<file path="config.mk">
export PLATFORM = sky130hd
export DESIGN_NAME = bcs_top
export DESIGN_NICKNAME = d
export VERILOG_FILES = /design/src/common/bcs_pkg.sv /design/src/hw/bcs_top.sv /design/src/hw/bcs_hold_reg.sv
export VERILOG_INCLUDE_DIRS = /design/src /design/src/common
export SDC_FILE = /design/constraint.sdc
export NUM_CORES = 1
export LEC_CHECK = 0
export BUFFER_PORTS_ARGS = -buffer_cell sky130_fd_sc_hd__buf_2
export CAP_MARGIN = 20
export CORE_MARGIN = 3
export CORE_UTILIZATION = 29
export CTS_CLUSTER_SIZE = 28
export DETAILED_ROUTE_END_ITERATION = 8
export SYNTH_ARGS = -nofsm -noshare
export SYNTH_HDL_FRONTEND = slang
export SYNTH_SLANG_ARGS = --single-unit
</file>
<file path="constraint.sdc">
create_clock -name ref_clk -period 1.8 [get_ports ref_clk]
set_input_delay 0.18 -clock ref_clk [delete_from_list [all_inputs] [get_ports ref_clk]]
set_output_delay 0.18 -clock ref_clk [all_outputs]
set_load 0.005 [all_outputs]
</file>
<file path="src/common/bcs_regs.svh">
// Register offsets, field positions and reset values of the bridge control and scratch bank.
`ifndef BCS_REGS_SVH
`define BCS_REGS_SVH

// ----------------------------------------------------------------
// Register addresses (7-bit serial register address)
// ----------------------------------------------------------------
`define BCS_ADDR_W 7
`define BCS_DATA_W 16
`define BCS_ADDR_GENERAL_BRIDGE_CONTROL 7'h10
`define BCS_ADDR_SCRATCH 7'h0F

// ----------------------------------------------------------------
// Bridge control field positions
// ----------------------------------------------------------------
`define BCS_POS_SYNC_FREQ 15
`define BCS_POS_RSVD_HI 14
`define BCS_POS_RSVD_LO 13
`define BCS_POS_UV_TH 12
`define BCS_POS_MOSFET_LEVEL_SELECT 11
`define BCS_POS_STAGE_AUTO 10
`define BCS_POS_OV_REC 9
`define BCS_POS_STEP_SIZE 8
`define BCS_POS_AGC_HI 7
`define BCS_POS_AGC_LO 6
`define BCS_POS_PUMP_EN 5
`define BCS_POS_POSTCHG_DIS 4
`define BCS_POS_AGC_FILT 3
`define BCS_POS_FW_DETECT 2
`define BCS_POS_HOLD_CUR 1
`define BCS_POS_FREQ_MOD 0

// ----------------------------------------------------------------
// Reset values and masks
// ----------------------------------------------------------------
`define BCS_GENERAL_BRIDGE_CONTROL_RST 16'h0801
`define BCS_GENERAL_BRIDGE_CONTROL_WMASK 16'h9FFF
`define BCS_SCRATCH_RST 16'h0000
`define BCS_SCRATCH_WMASK 16'hFFFF

`endif

</file>
<file path="src/common/bcs_pkg.sv">
// Types shared by the bridge control and scratch register bank.
package bcs_pkg;

    typedef enum logic [1:0] {
        BCS_AGC_OFF,
        BCS_AGC_FIXED,
        BCS_AGC_ADAPT,
        BCS_AGC_ADAPT_ALT
    } bcs_agc_mode_t;

    typedef struct packed {
        logic valid;
        logic write;
        logic [6:0] addr;
        logic [15:0] wdata;
    } bcs_req_t;

    typedef struct packed {
        logic ack;
        logic refused;
        logic unmapped;
        logic [15:0] rdata;
    } bcs_resp_t;

    typedef struct packed {
        logic sync_freq_select;
        logic pump_undervolt_threshold;
        logic mosfet_level_select;
        logic pump_stage_autoswitch;
        logic overvolt_recovery_enable;
        logic precurrent_step_size;
        bcs_agc_mode_t adaptive_gate_mode;
        logic pump_enable;
        logic postcharge_disable;
        logic adaptive_gate_filter;
        logic active_freewheel_detect;
        logic hold_current_select;
        logic pump_freq_modulation;
    } bcs_bridge_cfg_t;

    typedef struct packed {
        logic [15:0] value;
    } bcs_hold_state_t;

    typedef struct packed {
        bcs_resp_t resp;
    } bcs_top_state_t;

endpackage

</file>
<file path="src/hw/bcs_top.sv">
// Bridge control and host scratch register bank behind the serial register port.
`timescale 1ns/1ps
`default_nettype none
`include "bcs_regs.svh"

module bcs_top
(
    input wire logic ref_clk,
    input wire logic sys_rst,
    input wire logic soft_rst,
    input wire logic restart,
    input wire logic normal_mode,
    input wire bcs_pkg::bcs_req_t req,
    output bcs_pkg::bcs_resp_t resp,
    output bcs_pkg::bcs_bridge_cfg_t bridge_cfg,
    output logic [15:0] scratch_value
);
    import bcs_pkg::*;

    bcs_top_state_t st_r;
    bcs_top_state_t st_nxt;

    logic hit_ctrl;
    logic hit_scratch;
    logic scratch_open;
    logic ctrl_wr;
    logic scratch_wr;
    logic [15:0] ctrl_q;
    logic [15:0] scratch_q;

    // ----------------------------------------------------------------
    // Address decode
    // ----------------------------------------------------------------
    always_comb
    begin
        hit_ctrl = 1'b0;
        hit_scratch = 1'b0;
        if (req.addr == `BCS_ADDR_GENERAL_BRIDGE_CONTROL)
        begin
            hit_ctrl = 1'b1;
        end
        else if (req.addr == `BCS_ADDR_SCRATCH)
        begin
            hit_scratch = 1'b1;
        end
    end

    assign scratch_open = hit_scratch && normal_mode;
    // A control write that meets soft reset or restart is lost, so it is not echoed either; a scratch write is lost only to soft reset.
    assign ctrl_wr = req.valid && req.write && hit_ctrl && !soft_rst && !restart;
    assign scratch_wr = req.valid && req.write && scratch_open && !soft_rst;

    // ----------------------------------------------------------------
    // Register storage
    // ----------------------------------------------------------------
    // Scratch restart input is tied low, so restart and fail-safe keep it.
    bcs_hold_reg
    #(
        .WIDTH(`BCS_DATA_W),
        .RST_VAL(`BCS_SCRATCH_RST),
        .WR_MASK(`BCS_SCRATCH_WMASK)
    )
    u_scratch
    (
        .ref_clk(ref_clk),
        .sys_rst(sys_rst),
        .soft_rst(soft_rst),
        .restart(1'b0),
        .wr_en(scratch_wr),
        .wr_data(req.wdata),
        .q(scratch_q)
    );

    bcs_hold_reg
    #(
        .WIDTH(`BCS_DATA_W),
        .RST_VAL(`BCS_GENERAL_BRIDGE_CONTROL_RST),
        .WR_MASK(`BCS_GENERAL_BRIDGE_CONTROL_WMASK)
    )
    u_general_bridge_control
    (
        .ref_clk(ref_clk),
        .sys_rst(sys_rst),
        .soft_rst(soft_rst),
        .restart(restart),
        .wr_en(ctrl_wr),
        .wr_data(req.wdata),
        .q(ctrl_q)
    );

    // ----------------------------------------------------------------
    // Access response
    // ----------------------------------------------------------------
    // Refused scratch accesses outside Normal Mode read back as zero.
    always_comb
    begin
        st_nxt = '0;
        if (req.valid)
        begin
            st_nxt.resp.ack = 1'b1;
            if (hit_ctrl)
            begin
                st_nxt.resp.rdata = ctrl_wr ? (req.wdata & `BCS_GENERAL_BRIDGE_CONTROL_WMASK) : ctrl_q;
            end
            else if (scratch_open)
            begin
                st_nxt.resp.rdata = scratch_wr ? req.wdata : scratch_q;
            end
            else if (hit_scratch)
            begin
                st_nxt.resp.refused = 1'b1;
            end
            else
            begin
                st_nxt.resp.unmapped = 1'b1;
            end
        end
    end

    always_ff @(posedge ref_clk or posedge sys_rst)
    begin
        if (sys_rst)
        begin
            st_r <= '0;
        end
        else
        begin
            st_r <= st_nxt;
        end
    end

    // ----------------------------------------------------------------
    // Settings to the bridge driver
    // ----------------------------------------------------------------
    assign resp = st_r.resp;
    assign scratch_value = scratch_q;
    assign bridge_cfg.sync_freq_select = ctrl_q[`BCS_POS_SYNC_FREQ];
    assign bridge_cfg.pump_undervolt_threshold = ctrl_q[`BCS_POS_UV_TH];
    assign bridge_cfg.mosfet_level_select = ctrl_q[`BCS_POS_MOSFET_LEVEL_SELECT];
    assign bridge_cfg.pump_stage_autoswitch = ctrl_q[`BCS_POS_STAGE_AUTO];
    assign bridge_cfg.overvolt_recovery_enable = ctrl_q[`BCS_POS_OV_REC];
    assign bridge_cfg.precurrent_step_size = ctrl_q[`BCS_POS_STEP_SIZE];
    assign bridge_cfg.adaptive_gate_mode =
        bcs_agc_mode_t'(ctrl_q[`BCS_POS_AGC_HI:`BCS_POS_AGC_LO]);
    assign bridge_cfg.pump_enable = ctrl_q[`BCS_POS_PUMP_EN];
    assign bridge_cfg.postcharge_disable = ctrl_q[`BCS_POS_POSTCHG_DIS];
    assign bridge_cfg.adaptive_gate_filter = ctrl_q[`BCS_POS_AGC_FILT];
    assign bridge_cfg.active_freewheel_detect = ctrl_q[`BCS_POS_FW_DETECT];
    assign bridge_cfg.hold_current_select = ctrl_q[`BCS_POS_HOLD_CUR];
    assign bridge_cfg.pump_freq_modulation = ctrl_q[`BCS_POS_FREQ_MOD];

endmodule
`default_nettype wire

</file>
<file path="src/hw/bcs_hold_reg.sv">
// One 16-bit host register with power-on, soft-reset, restart and write behaviour.
`timescale 1ns/1ps
`default_nettype none

module bcs_hold_reg
#(
    parameter int WIDTH = 16,
    parameter logic [WIDTH-1:0] RST_VAL = '0,
    parameter logic [WIDTH-1:0] WR_MASK = '1
)
(
    input wire logic ref_clk,
    input wire logic sys_rst,
    input wire logic soft_rst,
    input wire logic restart,
    input wire logic wr_en,
    input wire logic [WIDTH-1:0] wr_data,
    output logic [WIDTH-1:0] q
);
    import bcs_pkg::*;

    logic [WIDTH-1:0] val_r;
    logic [WIDTH-1:0] val_nxt;

    // ----------------------------------------------------------------
    // Next value
    // ----------------------------------------------------------------
    // Soft reset wins over restart, restart wins over a host write.
    // Restart clears only bits that cannot be written, the rest hold.
    always_comb
    begin
        val_nxt = val_r;
        if (soft_rst)
        begin
            val_nxt = RST_VAL;
        end
        else if (restart)
        begin
            val_nxt = val_r & WR_MASK;
        end
        else if (wr_en)
        begin
            val_nxt = wr_data & WR_MASK;
        end
    end

    always_ff @(posedge ref_clk or posedge sys_rst)
    begin
        if (sys_rst)
        begin
            val_r <= RST_VAL;
        end
        else
        begin
            val_r <= val_nxt;
        end
    end

    assign q = val_r;

endmodule
`default_nettype wire

</file>
Word-level counts from Yosys, hierarchy flattened
Index checks and enable logic that the tools add are counted.
Widths: inputs -> output; s select.
{"block": "classes", "n_mux": 15, "eq_ne": 3, "reduce_logical": 9}
{"cell": "$mux 16", "count": 7}
{"cell": "$mux 19", "count": 1}
{"cell": "$eq 7x4->1 const B", "count": 1}
{"cell": "$eq 7x5->1 const B", "count": 1}
{"cell": "$logic_and 1x1->1", "count": 7}
{"cell": "$mux 1", "count": 5}
{"cell": "$mux 2", "count": 2}
{"cell": "$logic_not 1->1", "count": 2}
{"cell": "$ne 2x2->1 const B", "count": 1}
{"block": "word_totals", "input_bits": 30, "out_inout_bits": 49, "elab_cells": 34, "regBits": 51}

Depth between registers and ports, before layout
Gate-level depths: netlist (run 1).
{"block": "depth", "depth_word": 10, "mapped_depth": 5, "mapped_depth_nobuf": 3}

Cells and area by module
From an unflattened synthesis (run 1), not the netlist that was laid out.
{"block": "hier_totals", "hier_cells": 230, "area_unflattened_um2": 2685.1}
{"mod": "bcs_top", "instances": 1, "area_each_um2": 1072.3, "cells_each": 92, "seq_area_each_um2": 475.5}
{"mod": "bcs_hold_reg (u_scratch)", "instances": 1, "area_each_um2": 852.1, "cells_each": 72, "seq_area_each_um2": 400.4}
{"mod": "bcs_hold_reg (u_general_bridge_control)", "instances": 1, "area_each_um2": 760.7, "cells_each": 66, "seq_area_each_um2": 352.8}

Worst setup path before layout (run 1)
Ideal clock, no wire load.
{"block": "synth_path", "path_type": "input-to-reg", "start": "input req[21] (netlist name)", "end": "register u_scratch.val_r[0] (netlist: u_scratch.q[0])", "required_time_ns": 1.721, "arrival_time_ns": 1.117, "slack_ns": 0.603, "setup_ns": 0.079, "stages": 4, "path_buffers": 1, "path_cell_list": "nor4b_4 > and4_4 > buf_12 > mux2i_1"}
{"block": "synth_between", "elab_chain_len": 8, "word_cells_on_any_way": 9, "cone_classes": "eq/ne: 2; mux: 4; reduce/logical: 3"}
{"item": "from (decl)", "line": "bcs_top.sv:13", "text": "input wire bcs_pkg::bcs_req_t req,"}
{"item": "$eq 7x4->1 (no line)"}
{"item": "$mux 1", "line": "bcs_top.sv:42", "text": "else if (req.addr == `BCS_ADDR_SCRATCH)"}
{"item": "$mux 1 *", "line": "bcs_top.sv:38", "text": "if (req.addr == `BCS_ADDR_GENERAL_BRIDGE_CONTROL)"}
{"item": "$logic_and 1x1->1 *", "line": "bcs_top.sv:48", "text": "assign scratch_open = hit_scratch && normal_mode;"}
{"item": "$logic_and 1x1->1 * (2 in series)", "line": "bcs_top.sv:51", "text": "assign scratch_wr = req.valid && req.write && scratch_open && !soft_rst;"}
{"item": "$mux 16 * (2 in series)"}
{"item": "via u_scratch.val_nxt[0]", "line": "bcs_hold_reg.sv:23", "text": "logic [WIDTH-1:0] val_nxt;"}
{"item": "to (signal assigned)", "line": "bcs_hold_reg.sv:55", "text": "val_r <= val_nxt;"}
{"item": "to (decl)", "line": "bcs_hold_reg.sv:22", "text": "logic [WIDTH-1:0] val_r;"}
The timed path passes the listed nets; every way through them passes the cells marked *.
A chain may end at the register's enable or synchronous reset.

Final worst setup path (run 1)
{"block": "layout_path", "start": "register u_general_bridge_control.val_r[11] (netlist: u_general_bridge_control.q[11])", "end": "output bridge_cfg[11] (netlist name)"}
{"item": "from (decl)", "line": "bcs_hold_reg.sv:22"}
{"item": "from (signal assigned)", "line": "bcs_hold_reg.sv:55"}
{"item": "to (decl)", "line": "bcs_top.sv:15", "text": "output bcs_pkg::bcs_bridge_cfg_t bridge_cfg,"}
No word-level cell between the ends.

==> results list, run 1 <==
* Overall power consumption: 0.002177 W
- The share of the Yosys chip area taken by registers is 0.4745.
- Max incr delay on CP: 0.56 ns
- GR Util met1: 0.1926
* Number of ports placed on the die boundary: 79
- The tool flagged a number of max-cap violations equal to 0.
- Among all stages on the critical path, the largest delay is contributed by sky130_fd_sc_hd__dfstp_2.
- Of the cells placed in the final design, the portion with a size suffix greater than 1 is 0.3733.
- Post-DP HPWL: 4995 um
* Largest family of logic cells by synthesized area: multiplexers
* Clock net sink count: 51
- Startpoint type of the worst setup path: flip-flop
- The first detailed-routing pass ran for 4 iterations.
* Fraction of synthesized cell area taken by the top area cell type: 0.4550
* Final-stage net count: 329
* Setup repair after global routing missed its margin: no
- Clock-pin slew on the worst setup and hold paths: 0.11 ns
- Final critical-path share of the clock period: 0.6464
- The initial antenna violation count came to 0.
* Family with the most delay on the worst path: flip-flops
* Count of endpoints failing setup in the final report: 0
* Number of register bits inferred by synthesis: 51
* Xor and xnor area share after synthesis: 0
- Status: complete, no violations
- The core region is 8891 sq um.
- Critical Path, Cell by Cell: buf_2
* Fraction of synthesized area in multiplexers: 0.2228
- Along the worst path, the maximum fanout reaches 3.
* Measured slew at the worst slew-check pin: 0.3480 ns
- Counting every net in the synthesized netlist gives 255.
* Vias in the first global route: 1,933
- Yosys printed 0 warnings.
* Average cell area after synthesis: 11.98 sq um
- Adding up every negative setup slack in the final design gives 0 ns.
- Die Y-Extent: 102.4 um
- Violation count after the first detailed-route iteration: 78
* IR Drop Worst-Case VDD: 0.3081 mV
* Layout Skew: 0.009396 ns
- In the post-synthesis netlist, the biggest area contributors are sky130_fd_sc_hd__dfrtp_1 45%, sky130_fd_sc_hd__mux2i_1 22%, sky130_fd_sc_hd__nand2b_1 10%.
* Pin count of the biggest net entering global routing: 52
* Mapped Cells: 225
- Cell taking the most area after synthesis: sky130_fd_sc_hd__dfrtp_1
* Die width: 102.4 um
- From synthesis to final layout, the design area changed by 21.63%.
- The number of setup buffers added after CTS is 0.
- The initial utilization of the core area, before any placement, comes to 0.3031.
- Count of flip-flops with a built-in enable after synthesis: 0
* WL final: 6902 um
- The total overflow left after global routing is 0.
- The number of antenna diodes in the final layout is 0.
- At the worst endpoint, the arrival time is 0.98 ns.
* Total GRT Usage: 0.1352
- RePlAce Congestion: 0.7498
* Residual antenna-violating net count after detailed routing: 0
- Together, buffers and inverters on the worst path number 1.
- TritonCTS buffer count: 5
- For this run, asynchronously set or reset flops after synthesis account for 1.000.
- Dividing the detail-routed via count by the number of cells gives 4.745.
* Leakage power total: 1.708 nW
* Predominant post-synthesis flop cell: sky130_fd_sc_hd__dfrtp_1
- Met3 usage: 0.03754
- Via count: 1,936
- Subtracting the final worst setup slack from the clock period gives 1.163 ns.
* Fmax: 859.5 MHz
- Maximum buffer depth of the clock tree: 2
* Most congested layer reported by global routing: met2
- Placed cells: 399
* Die ar.: 10,490 sq um
* Detail-routed net length per standard cell: 16.92 um
- Number of distinct library cells after synthesis: 25
- Std cell rows: 34
- The later pin in the worst-skew pair is clocked with a latency of 0.31 ns.
* TritonCTS clock tree: built
- For met2 alone, demand over resource in global routing was 0.2044.
- The worst hold path belongs to the class input port to flip-flop.
- Measured against its own limit, the worst slew margin works out to 0.7671.
- H-tree level count: 2
* CP required: 1.62 ns
- End-of-flow core utilization: 0.3687
- After synthesis the cells add up to 2695 sq um.
- In this run the clock root is driven by a sky130_fd_sc_hd__clkbuf_8.
- The area fraction in compound gates after synthesis is 0.03900.
* Synthesized-area fraction occupied by and/or/nand/nor cells: 0.1829
- Of the total synthesized cell area, the portion taken by full adders, half adders and majority gates is 0.
* Setup CP Type: flip-flop to output port
- Power density over the cells: 664.1 nW/um^2
- For this run, design rule violations remaining after detail routing come to 0.
- The final-report hold violation count is 0.
* Port Buf Inserts: 78
- STA classifies the critical path endpoint as an output port.
* Number of standard cells in the layout, taps in and fillers out: 408
- Pins over their slew limit: 0
- First-pass GRT wire length: 10,790 um
## stage by stage
| stage | setup WS, ns | area (sq um) | hold slack [ns] |
|---|---|---|---|
| floorplan | 0.3938 | 2695 | 0.2114 |
| global placement | 0.3338 | 3152 | 0.2486 |
| detailed placement | 0.3241 | 3152 | 0.2493 |
| CTS | 0.6229 | 3278 | 0.07928 |
| global route | 0.5757 | 3278 | 0.08368 |
| finish | 0.6366 | 3278 | 0.08364 |
## worst paths after layout
check,startpoint,end,slack [ns],cells after the start
worst max-delay path,u_general_bridge_control.q[11],bridge_cfg[11],0.64,1
worst min-delay path,req[24],resp[18],0.08,1
worst max register to register,u_general_bridge_control.q[11],resp[11],0.95,2
worst min register to register,u_general_bridge_control.q[13],u_general_bridge_control.q[13],0.52,1
max in group asynchronous,sys_rst,u_general_bridge_control.q[0],1.05,4
min in group asynchronous,sys_rst,resp[8],0.44,4
## sequential cells by signal (all words and copies together) (netlist names)
signal                      cells
resp                           19
u_general_bridge_control.q     16
u_scratch.q                    16
## where the power goes
part	internal (W)	total (W)	leakage [nW]	switching (W)
Sequential	0.00115	0.00115	0.701	0.000000807
Clock	0.000422	0.000837	0.0587	0.000415
Combinational	0.0000843	0.000191	0.948	0.000107
Total	0.00165	0.00218	1.71	0.000523
## cell type report
cell class / count / area, sq um
multi-input cells: 144 / 1199
fillers: 896 / 5613
clock buffers: 5 / 68.82
well taps: 108 / 135.1
flip-flops and latches: 51 / 1279
inverters: 3 / 11.26
clock inverters: 3 / 47.55
repair buffers: 94 / 538.0
## cells by family after synthesis
group | count (synthesis)
compound gates | 16
simple gates | 68
flops | 51
mux | 60
buf+inv | 30
## layout by cell type, fill, tap and decap left out, types with 2 or more instances in the layout
master / instances
sky130_fd_sc_hd__and3_1: 5
sky130_fd_sc_hd__dfrtp_1: 49
sky130_fd_sc_hd__o22ai_1: 14
sky130_fd_sc_hd__dfstp_2: 2
sky130_fd_sc_hd__buf_4: 13
sky130_fd_sc_hd__nand2b_1: 44
sky130_fd_sc_hd__nand4_2: 2
sky130_fd_sc_hd__inv_1: 2
sky130_fd_sc_hd__o32ai_1: 2
sky130_fd_sc_hd__clkbuf_8: 5
sky130_fd_sc_hd__nand2_1: 2
sky130_fd_sc_hd__buf_12: 2
sky130_fd_sc_hd__nor4b_4: 2
sky130_fd_sc_hd__nor2_1: 5
sky130_fd_sc_hd__buf_2: 78
sky130_fd_sc_hd__mux2i_1: 60
## Yosys cell counts (3+ instances only)
| master | number |
|---|---|
| sky130_fd_sc_hd__clkbuf_1 | 5 |
| sky130_fd_sc_hd__mux2i_1 | 60 |
| sky130_fd_sc_hd__inv_1 | 3 |
| sky130_fd_sc_hd__o22ai_1 | 14 |
| sky130_fd_sc_hd__nor2_1 | 5 |
| sky130_fd_sc_hd__buf_4 | 15 |
| sky130_fd_sc_hd__and3_1 | 5 |
| sky130_fd_sc_hd__buf_6 | 4 |
| sky130_fd_sc_hd__dfrtp_1 | 49 |
| sky130_fd_sc_hd__nand2b_1 | 44 |
## timing repair
action                    in CTS  in global routing
hold endpoints to repair      49                  0
hold buffers                   1                  0
resized for setup              0                  0
## layer usage
layer	vias up	wire length (um)	part of all wire
li1	918	-	-
met5	-	0	0
met3	5	379	0.055
met1	964	3326	0.48
met4	0	60	0.0087
met2	49	3136	0.45
Power figures use the tool's default switching activity.
==> inputs of run 2 (changes only) <==
==> constraint.sdc (replaced) <==
create_clock -name ref_clk -period 1.2 [get_ports ref_clk]
set_input_delay 0.12 -clock ref_clk [delete_from_list [all_inputs] [get_ports ref_clk]]
set_output_delay 0.12 -clock ref_clk [all_outputs]
set_load 0.005 [all_outputs]
==> results list, run 2 (synthesis results as in run 1) <==
- Std cell rows: 34
* Maximum buffer depth of the clock tree: 2
- In this run the static leakage power is 1.780 nW.
* Overall power consumption: 0.003298 W
- Detail Route met2 WL: 3136 um
- Final critical-path share of the clock period: 0.9020
- The first global-routing pass estimated 11,030 um of wire.
- 0 antenna diodes ended up in the layout.
- The floorplan step defined a die boundary enclosing 10,490 sq um.
* Setup repair after global routing missed its margin: no
* Count of endpoints failing setup in the final report: 0
- Layout Skew: 0.008750 ns
- The H-tree generated during clock tree synthesis spans 2 levels.
- Number of cells traversed by the worst register-to-register path: 2
- Startpoint of the lowest-slack register-to-register path: u_general_bridge_control.q[14]
* Uppermost signal routing layer after detailed routing: met4
* Post-DP HPWL: 5230 um
* Residual antenna-violating net count after detailed routing: 0
* Skew-Pair Late Insertion Delay: 0.31 ns
* Setup CP Type: flip-flop to output port
- After detailed routing, the number of remaining DRC violations is 0.
- The tightest min-delay check is of the input port to flip-flop type.
- Die Y-Extent: 102.4 um
* Final-stage net count: 343
- In the layout the commonest cells are 78 x sky130_fd_sc_hd__buf_2, 60 x sky130_fd_sc_hd__mux2i_1, 49 x sky130_fd_sc_hd__dfrtp_1.
- Across every metal layer, demand over resource in global routing totals 0.1377.
- IR Drop Worst-Case VDD: 0.4404 mV
- Hold endpoint: resp[17]
* Area of combinational cells with multiple inputs: 1199 sq um
- For this configuration, the core starts out at a cell density of 0.3031.
* Pin count of the biggest net entering global routing: 21
- Vias in the first global route: 2,102
* CP required: 1.08 ns
* Most common library cell in the layout ignoring fill and taps: sky130_fd_sc_hd__buf_2
- First-pass iteration count of the detailed router: 4
- Synth-to-Final Area Change: 26.65%
- Port Buf Inserts: 78
- Violation count after the first detailed-route iteration: 74
* Aggregate global routing overflow: 0
* Total count of hold-check failures in the final report: 0
- Final hold slack: 0.05885 ns
- STA classifies the critical path endpoint as an output port.
- After clock tree synthesis, the setup repair step added 0 buffers.
- Counting instances, the worst hold path has a depth of 2.
- Number of ports placed on the die boundary: 79
* Largest fanout on the critical path: 3
- Flip-flop and latch area: 1279 sq um
- For the final routed database, the setup TNS stands at 0 ns.
* Clock-pin slew on the worst setup and hold paths: 0.09 ns
- WL met1: 3182 um
- Broken down by cell family, the worst path's largest delay share belongs to flip-flops.
- In this run, placement finished with an instance count of 413.
* Critical Path, Cell by Cell: buf_2
- Startpoint type of the worst setup path: flip-flop
- The congestion estimate from routability-driven global placement came to 0.7729.
- Relative slew slack: 0.7368
- Max incr delay on CP: 0.55 ns
* Cell at the root of the clock tree: sky130_fd_sc_hd__clkbuf_8
- The run finished with clean final reports.
- In this run the most critical hold path is launched from normal_mode.
* Detail-routed net length per standard cell: 16.18 um
- The slowest stage of the critical path is the sky130_fd_sc_hd__dfstp_2 cell.
- Die width: 102.4 um
* Capturing point of the worst reg2reg path: resp[14]
- Length of routed met3 wiring: 407 um
* Pins over their slew limit: 0
- Counting both buffers and inverters, the worst setup path holds a total of 1.
* Via count: 1,982
- The initial antenna violation count is 0.
* TritonCTS buffer count: 5
- Internal reg-to-reg setup slack: 0.32 ns
- Max reg flops: 19
- The smallest clock period supported by the final layout is computed as 1.082 ns.
* Number of cells upsized or downsized after cts: 0
* Arrival time of data at the critical path endpoint: 0.96 ns
- For the pin with the worst max-slew slack, the measured transition is 0.3940 ns.
- Number of vias per cell after detailed routing: 4.697
* Clock net sink count: 51
- TritonCTS clock tree: built
- After the flow finishes, the layout carries non-filler instances totaling 422.
- The core region is 8891 sq um.
- Fillers: 875
- For this run, the top clock speed supported by timing is 923.8 MHz.
- Power density over the cells: 966.3 nW/um^2
- The tool flagged a number of max-cap violations equal to 0.
- Fraction of final layout cells sized beyond drive strength 1: 0.4013
* WL final: 6830 um
run 2: changes by cell type in the layout (fill, tap and decap cells not counted):
cell / before / now
sky130_fd_sc_hd__buf_4: 13 / 25
sky130_fd_sc_hd__buf_12: 2 / 4
sky130_fd_sc_hd__clkbuf_8: 5 / 6
sky130_fd_sc_hd__clkinv_2: 0 / 1
sky130_fd_sc_hd__clkinv_4: 1 / 0
sky130_fd_sc_hd__clkinvlp_4: 0 / 1
sky130_fd_sc_hd__inv_2: 1 / 0
sky130_fd_sc_hd__inv_6: 1 / 0
run 2: power breakdown:
group,leakage [nW],internal (W),switching [W]
logic,1.02,0.000151,0.000165
clock network,0.0612,0.000676,0.000584
registers,0.701,0.00172,0.00000110
total,1.78,0.00255,0.000750
run 2: repair_timing:
item	CTS	global route
hold buffers	1	0
hold endpoints to repair	10	0
setup endpoints to repair	0	0
run 2: cell type report:
class | count | share of cell area
Clock inverter | 2 | 0.01026
Clock buffer | 6 | 0.02419
Multi-Input combinational cell | 144 | 0.3512
Tap cell | 108 | 0.03959
Inverter | 3 | 0.004399
Timing Repair Buffer | 108 | 0.1957
Sequential cell | 51 | 0.3746
run 2: through the flow:
stage                     utilization  instance area (sq um)  setup WS (ns)
after floorplan                     -                   2699        0.06342
after global placement         0.3695                   3286        -0.1726
after detailed placement       0.3695                   3286        -0.1684
after CTS                      0.3839                   3413         0.1020
after global routing           0.3839                   3413        0.07248
final                          0.3839                   3413         0.1176
run 2: worst max-delay path by stage:
stage / cells after the start / end / from / slack, ns
2_1_floorplan: 4 / u_scratch.q[0] / req[21] / 0.06
3_3_place_gp: 5 / resp[7] / req[21] / -0.17
3_5_place_dp: 4 / u_scratch.q[0] / req[21] / -0.17
4_1_cts: 1 / bridge_cfg[11] / u_general_bridge_control.q[11] / 0.10
5_1_grt: 4 / u_scratch.q[6] / req[21] / 0.07
6_report: 1 / bridge_cfg[0] / u_general_bridge_control.q[0] / 0.12
run 2: per-layer routing:
metal / global-route usage / up-vias
met4: 0.04339 / 0
li1: - / 947
met5: 0 / -
met2: 0.2084 / 60
met1: 0.1891 / 967
met3: 0.04164 / 8
==> inputs of run 3 (changes only) <==
--- a/config.mk
+++ b/config.mk
@@ -12,6 +12,7 @@
 export CORE_UTILIZATION = 29
 export CTS_CLUSTER_SIZE = 28
 export DETAILED_ROUTE_END_ITERATION = 8
+export GPL_TIMING_DRIVEN = 0
 export SYNTH_ARGS = -nofsm -noshare
 export SYNTH_HDL_FRONTEND = slang
 export SYNTH_SLANG_ARGS = --single-unit
==> results list, run 3 (synthesis results as in run 1) <==
- Number of ports placed on the die boundary: 79
* Max incr delay on CP: 0.44 ns
- In the layout the commonest cells are 79 x sky130_fd_sc_hd__buf_2, 60 x sky130_fd_sc_hd__mux2i_1, 49 x sky130_fd_sc_hd__dfrtp_1.
* Fmax: 883.6 MHz
* Master of the slowest instance on the critical path: sky130_fd_sc_hd__nor4b_4
* Count of inserted antenna diode cells: 0
* Critical Path, Cell by Cell: buf_2 -> nor4b_4 -> and4_4 -> buf_12 -> mux2i_1
- Synth-to-Final Area Change: 25.44%
* TritonCTS clock tree: built
- The routed layout has 1,953 vias.
* Max-Cap Viols: 0
- Count of endpoints failing setup in the final report: 0
* Number of vias per cell after detailed routing: 4.661
* Initial antenna violation count: 0
* Detail-routed net length per standard cell: 17.34 um
- The clock reaches the later pin of the worst-skew pair after 0.30 ns.
* Arrival time of data at the critical path endpoint: 1.36 ns
- Clock tree synthesis found a total of 51 sinks.
* Number of standard cells in the layout, taps in and fillers out: 419
* Pin count of the biggest net entering global routing: 31
- The first global-routing pass estimated 11,550 um of wire.
- Total count of hold-check failures in the final report: 0
- Setup repair after global routing missed its margin: yes
- In this run the power density over the cells is 969.6 nW/um^2.
- Most common library cell in the layout ignoring fill and taps: sky130_fd_sc_hd__buf_2
* Violation count after the first detailed-route iteration: 67
- Vias in the first global route: 2,082
- After clock tree synthesis, the clock-pin slew on the worst setup and hold paths is 0.09 ns.
* Die ar.: 10,490 sq um
- The worst setup path is launched from an input port.
* Final critical-path required period: 1.132 ns
- DRC violations left: 0
- Port Buf Inserts: 78
- Final critical-path share of the clock period: 0.9431
- Counting the buffers created by CTS gives 5.
* Max reg flops: 19
- Relative slew slack: 0.6403
- The critical path in this run is classified as input port to flip-flop.
* Final hold slack: 0.05866 ns
* Die Y-Extent: 102.4 um
- Family with the most delay on the worst path: simple AND/OR/NAND/NOR gates
- VDD sags by at most 0.5006 mV.
- H-tree level count: 2
- Leakage power total: 1.745 nW
- After routing the design area is 3381 sq um.
- Category of the worst setup path capture point: flip-flop
- For this run, the total global-route usage over all layers was measured as 0.1454.
* RePlAce Congestion: 0.7904
* Aggregate global routing overflow: 0
* Cell at the root of the clock tree: sky130_fd_sc_hd__clkbuf_8
- Residual antenna-violating net count after detailed routing: 0
- Fraction of final layout cells sized beyond drive strength 1: 0.3826
- Core box area: 8891 sq um
- At the pin with the least slew margin, the transition time is 0.5396 ns.
- Pins over their slew limit: 0
- The final layout contains 340 nets.
- Placed cells: 412
- Post-DP HPWL: 5210 um
- Dpl cell area: 3244 sq um
- Before antenna repair, the detailed router went through 4 iterations.
* Worst Path Buf+Inv: 2
- The number of setup buffers added after CTS is 0.
- Min-Delay Path Class: input port to flip-flop
- Across the routed clock network, the largest skew measured is 0.005077 ns.
- For this configuration, the core starts out at a cell density of 0.3031.
- WL final: 7265 um
- In this run the worst path has a maximum fanout of 10.
- Std cell rows: 34
* Maximum buffer depth of the clock tree: 2
- STA puts the critical path data required time at 1.43 ns.
- End-of-flow core utilization: 0.3802
- Status: complete, no violations
* Die width: 102.4 um
==> run 3: cell count changes in the layout (fill, tap and decap cells not counted), moves of 2 or more <==
cell / previous run / this run
sky130_fd_sc_hd__buf_6: 0 / 5
sky130_fd_sc_hd__clkbuf_1: 0 / 4
sky130_fd_sc_hd__buf_4: 25 / 13
sky130_fd_sc_hd__buf_12: 4 / 2
==> run 3: path summary, 6_finish.rpt <==
check	from	endpoint	slack, ns	cells after the start
worst max-delay path	req[20]	u_scratch.q[5]	0.07	5
worst min-delay path	req[24]	resp[18]	0.06	1
worst max register to register	u_general_bridge_control.q[11]	resp[11]	0.30	2
worst min register to register	u_general_bridge_control.q[13]	u_general_bridge_control.q[13]	0.53	1
max in group asynchronous	sys_rst	u_scratch.q[2]	0.29	4
min in group asynchronous	sys_rst	u_scratch.q[5]	0.40	3
==> run 3: area by class of cell <==
type | instances | area [sq um]
clock buffers | 6 | 82.58
well taps | 108 | 135.1
clock inverters | 2 | 35.03
fillers | 887 | 5510
repair buffers | 80 | 426.7
plain buffers | 25 | 192.7
inverters | 3 | 15.01
multi-input cells | 144 | 1215
flip-flops and latches | 51 | 1279
==> run 3: per-layer routing <==
layer	routed length [um]	GRT usage	up-vias	share of wire
li1	-	-	947	-
met1	3493	0.2049	956	0.48
met2	3415	0.2324	48	0.47
met3	325	0.03072	2	0.045
met4	31	0.02825	0	0.0043
met5	0	0	-	0
==> run 3: report_power, final <==
group,switching (W),internal [W]
combinational,0.000171,0.000121
clock,0.000587,0.000676
sequential,0.00000108,0.00172
total,0.000759,0.00252
==> run 3: repair_timing <==
action	in CTS	in global routing
endpoints found under the hold margin	19	0
endpoints found under the setup margin	0	21
resized for setup	0	5
hold buffers	1	0
==> run 3: per-stage QoR <==
step	power, W	worst slack (ns)	setup TNS, ns
4_1_cts	0.003317	0.006521	0
6_report	0.003278	0.06830	0
5_1_grt	0.003446	-0.001215	-0.001215
3_3_place_gp	0.002034	-0.3061	-8.884
2_1_floorplan	0.001905	0.06342	0
3_5_place_dp	0.002046	-0.3067	-9.336
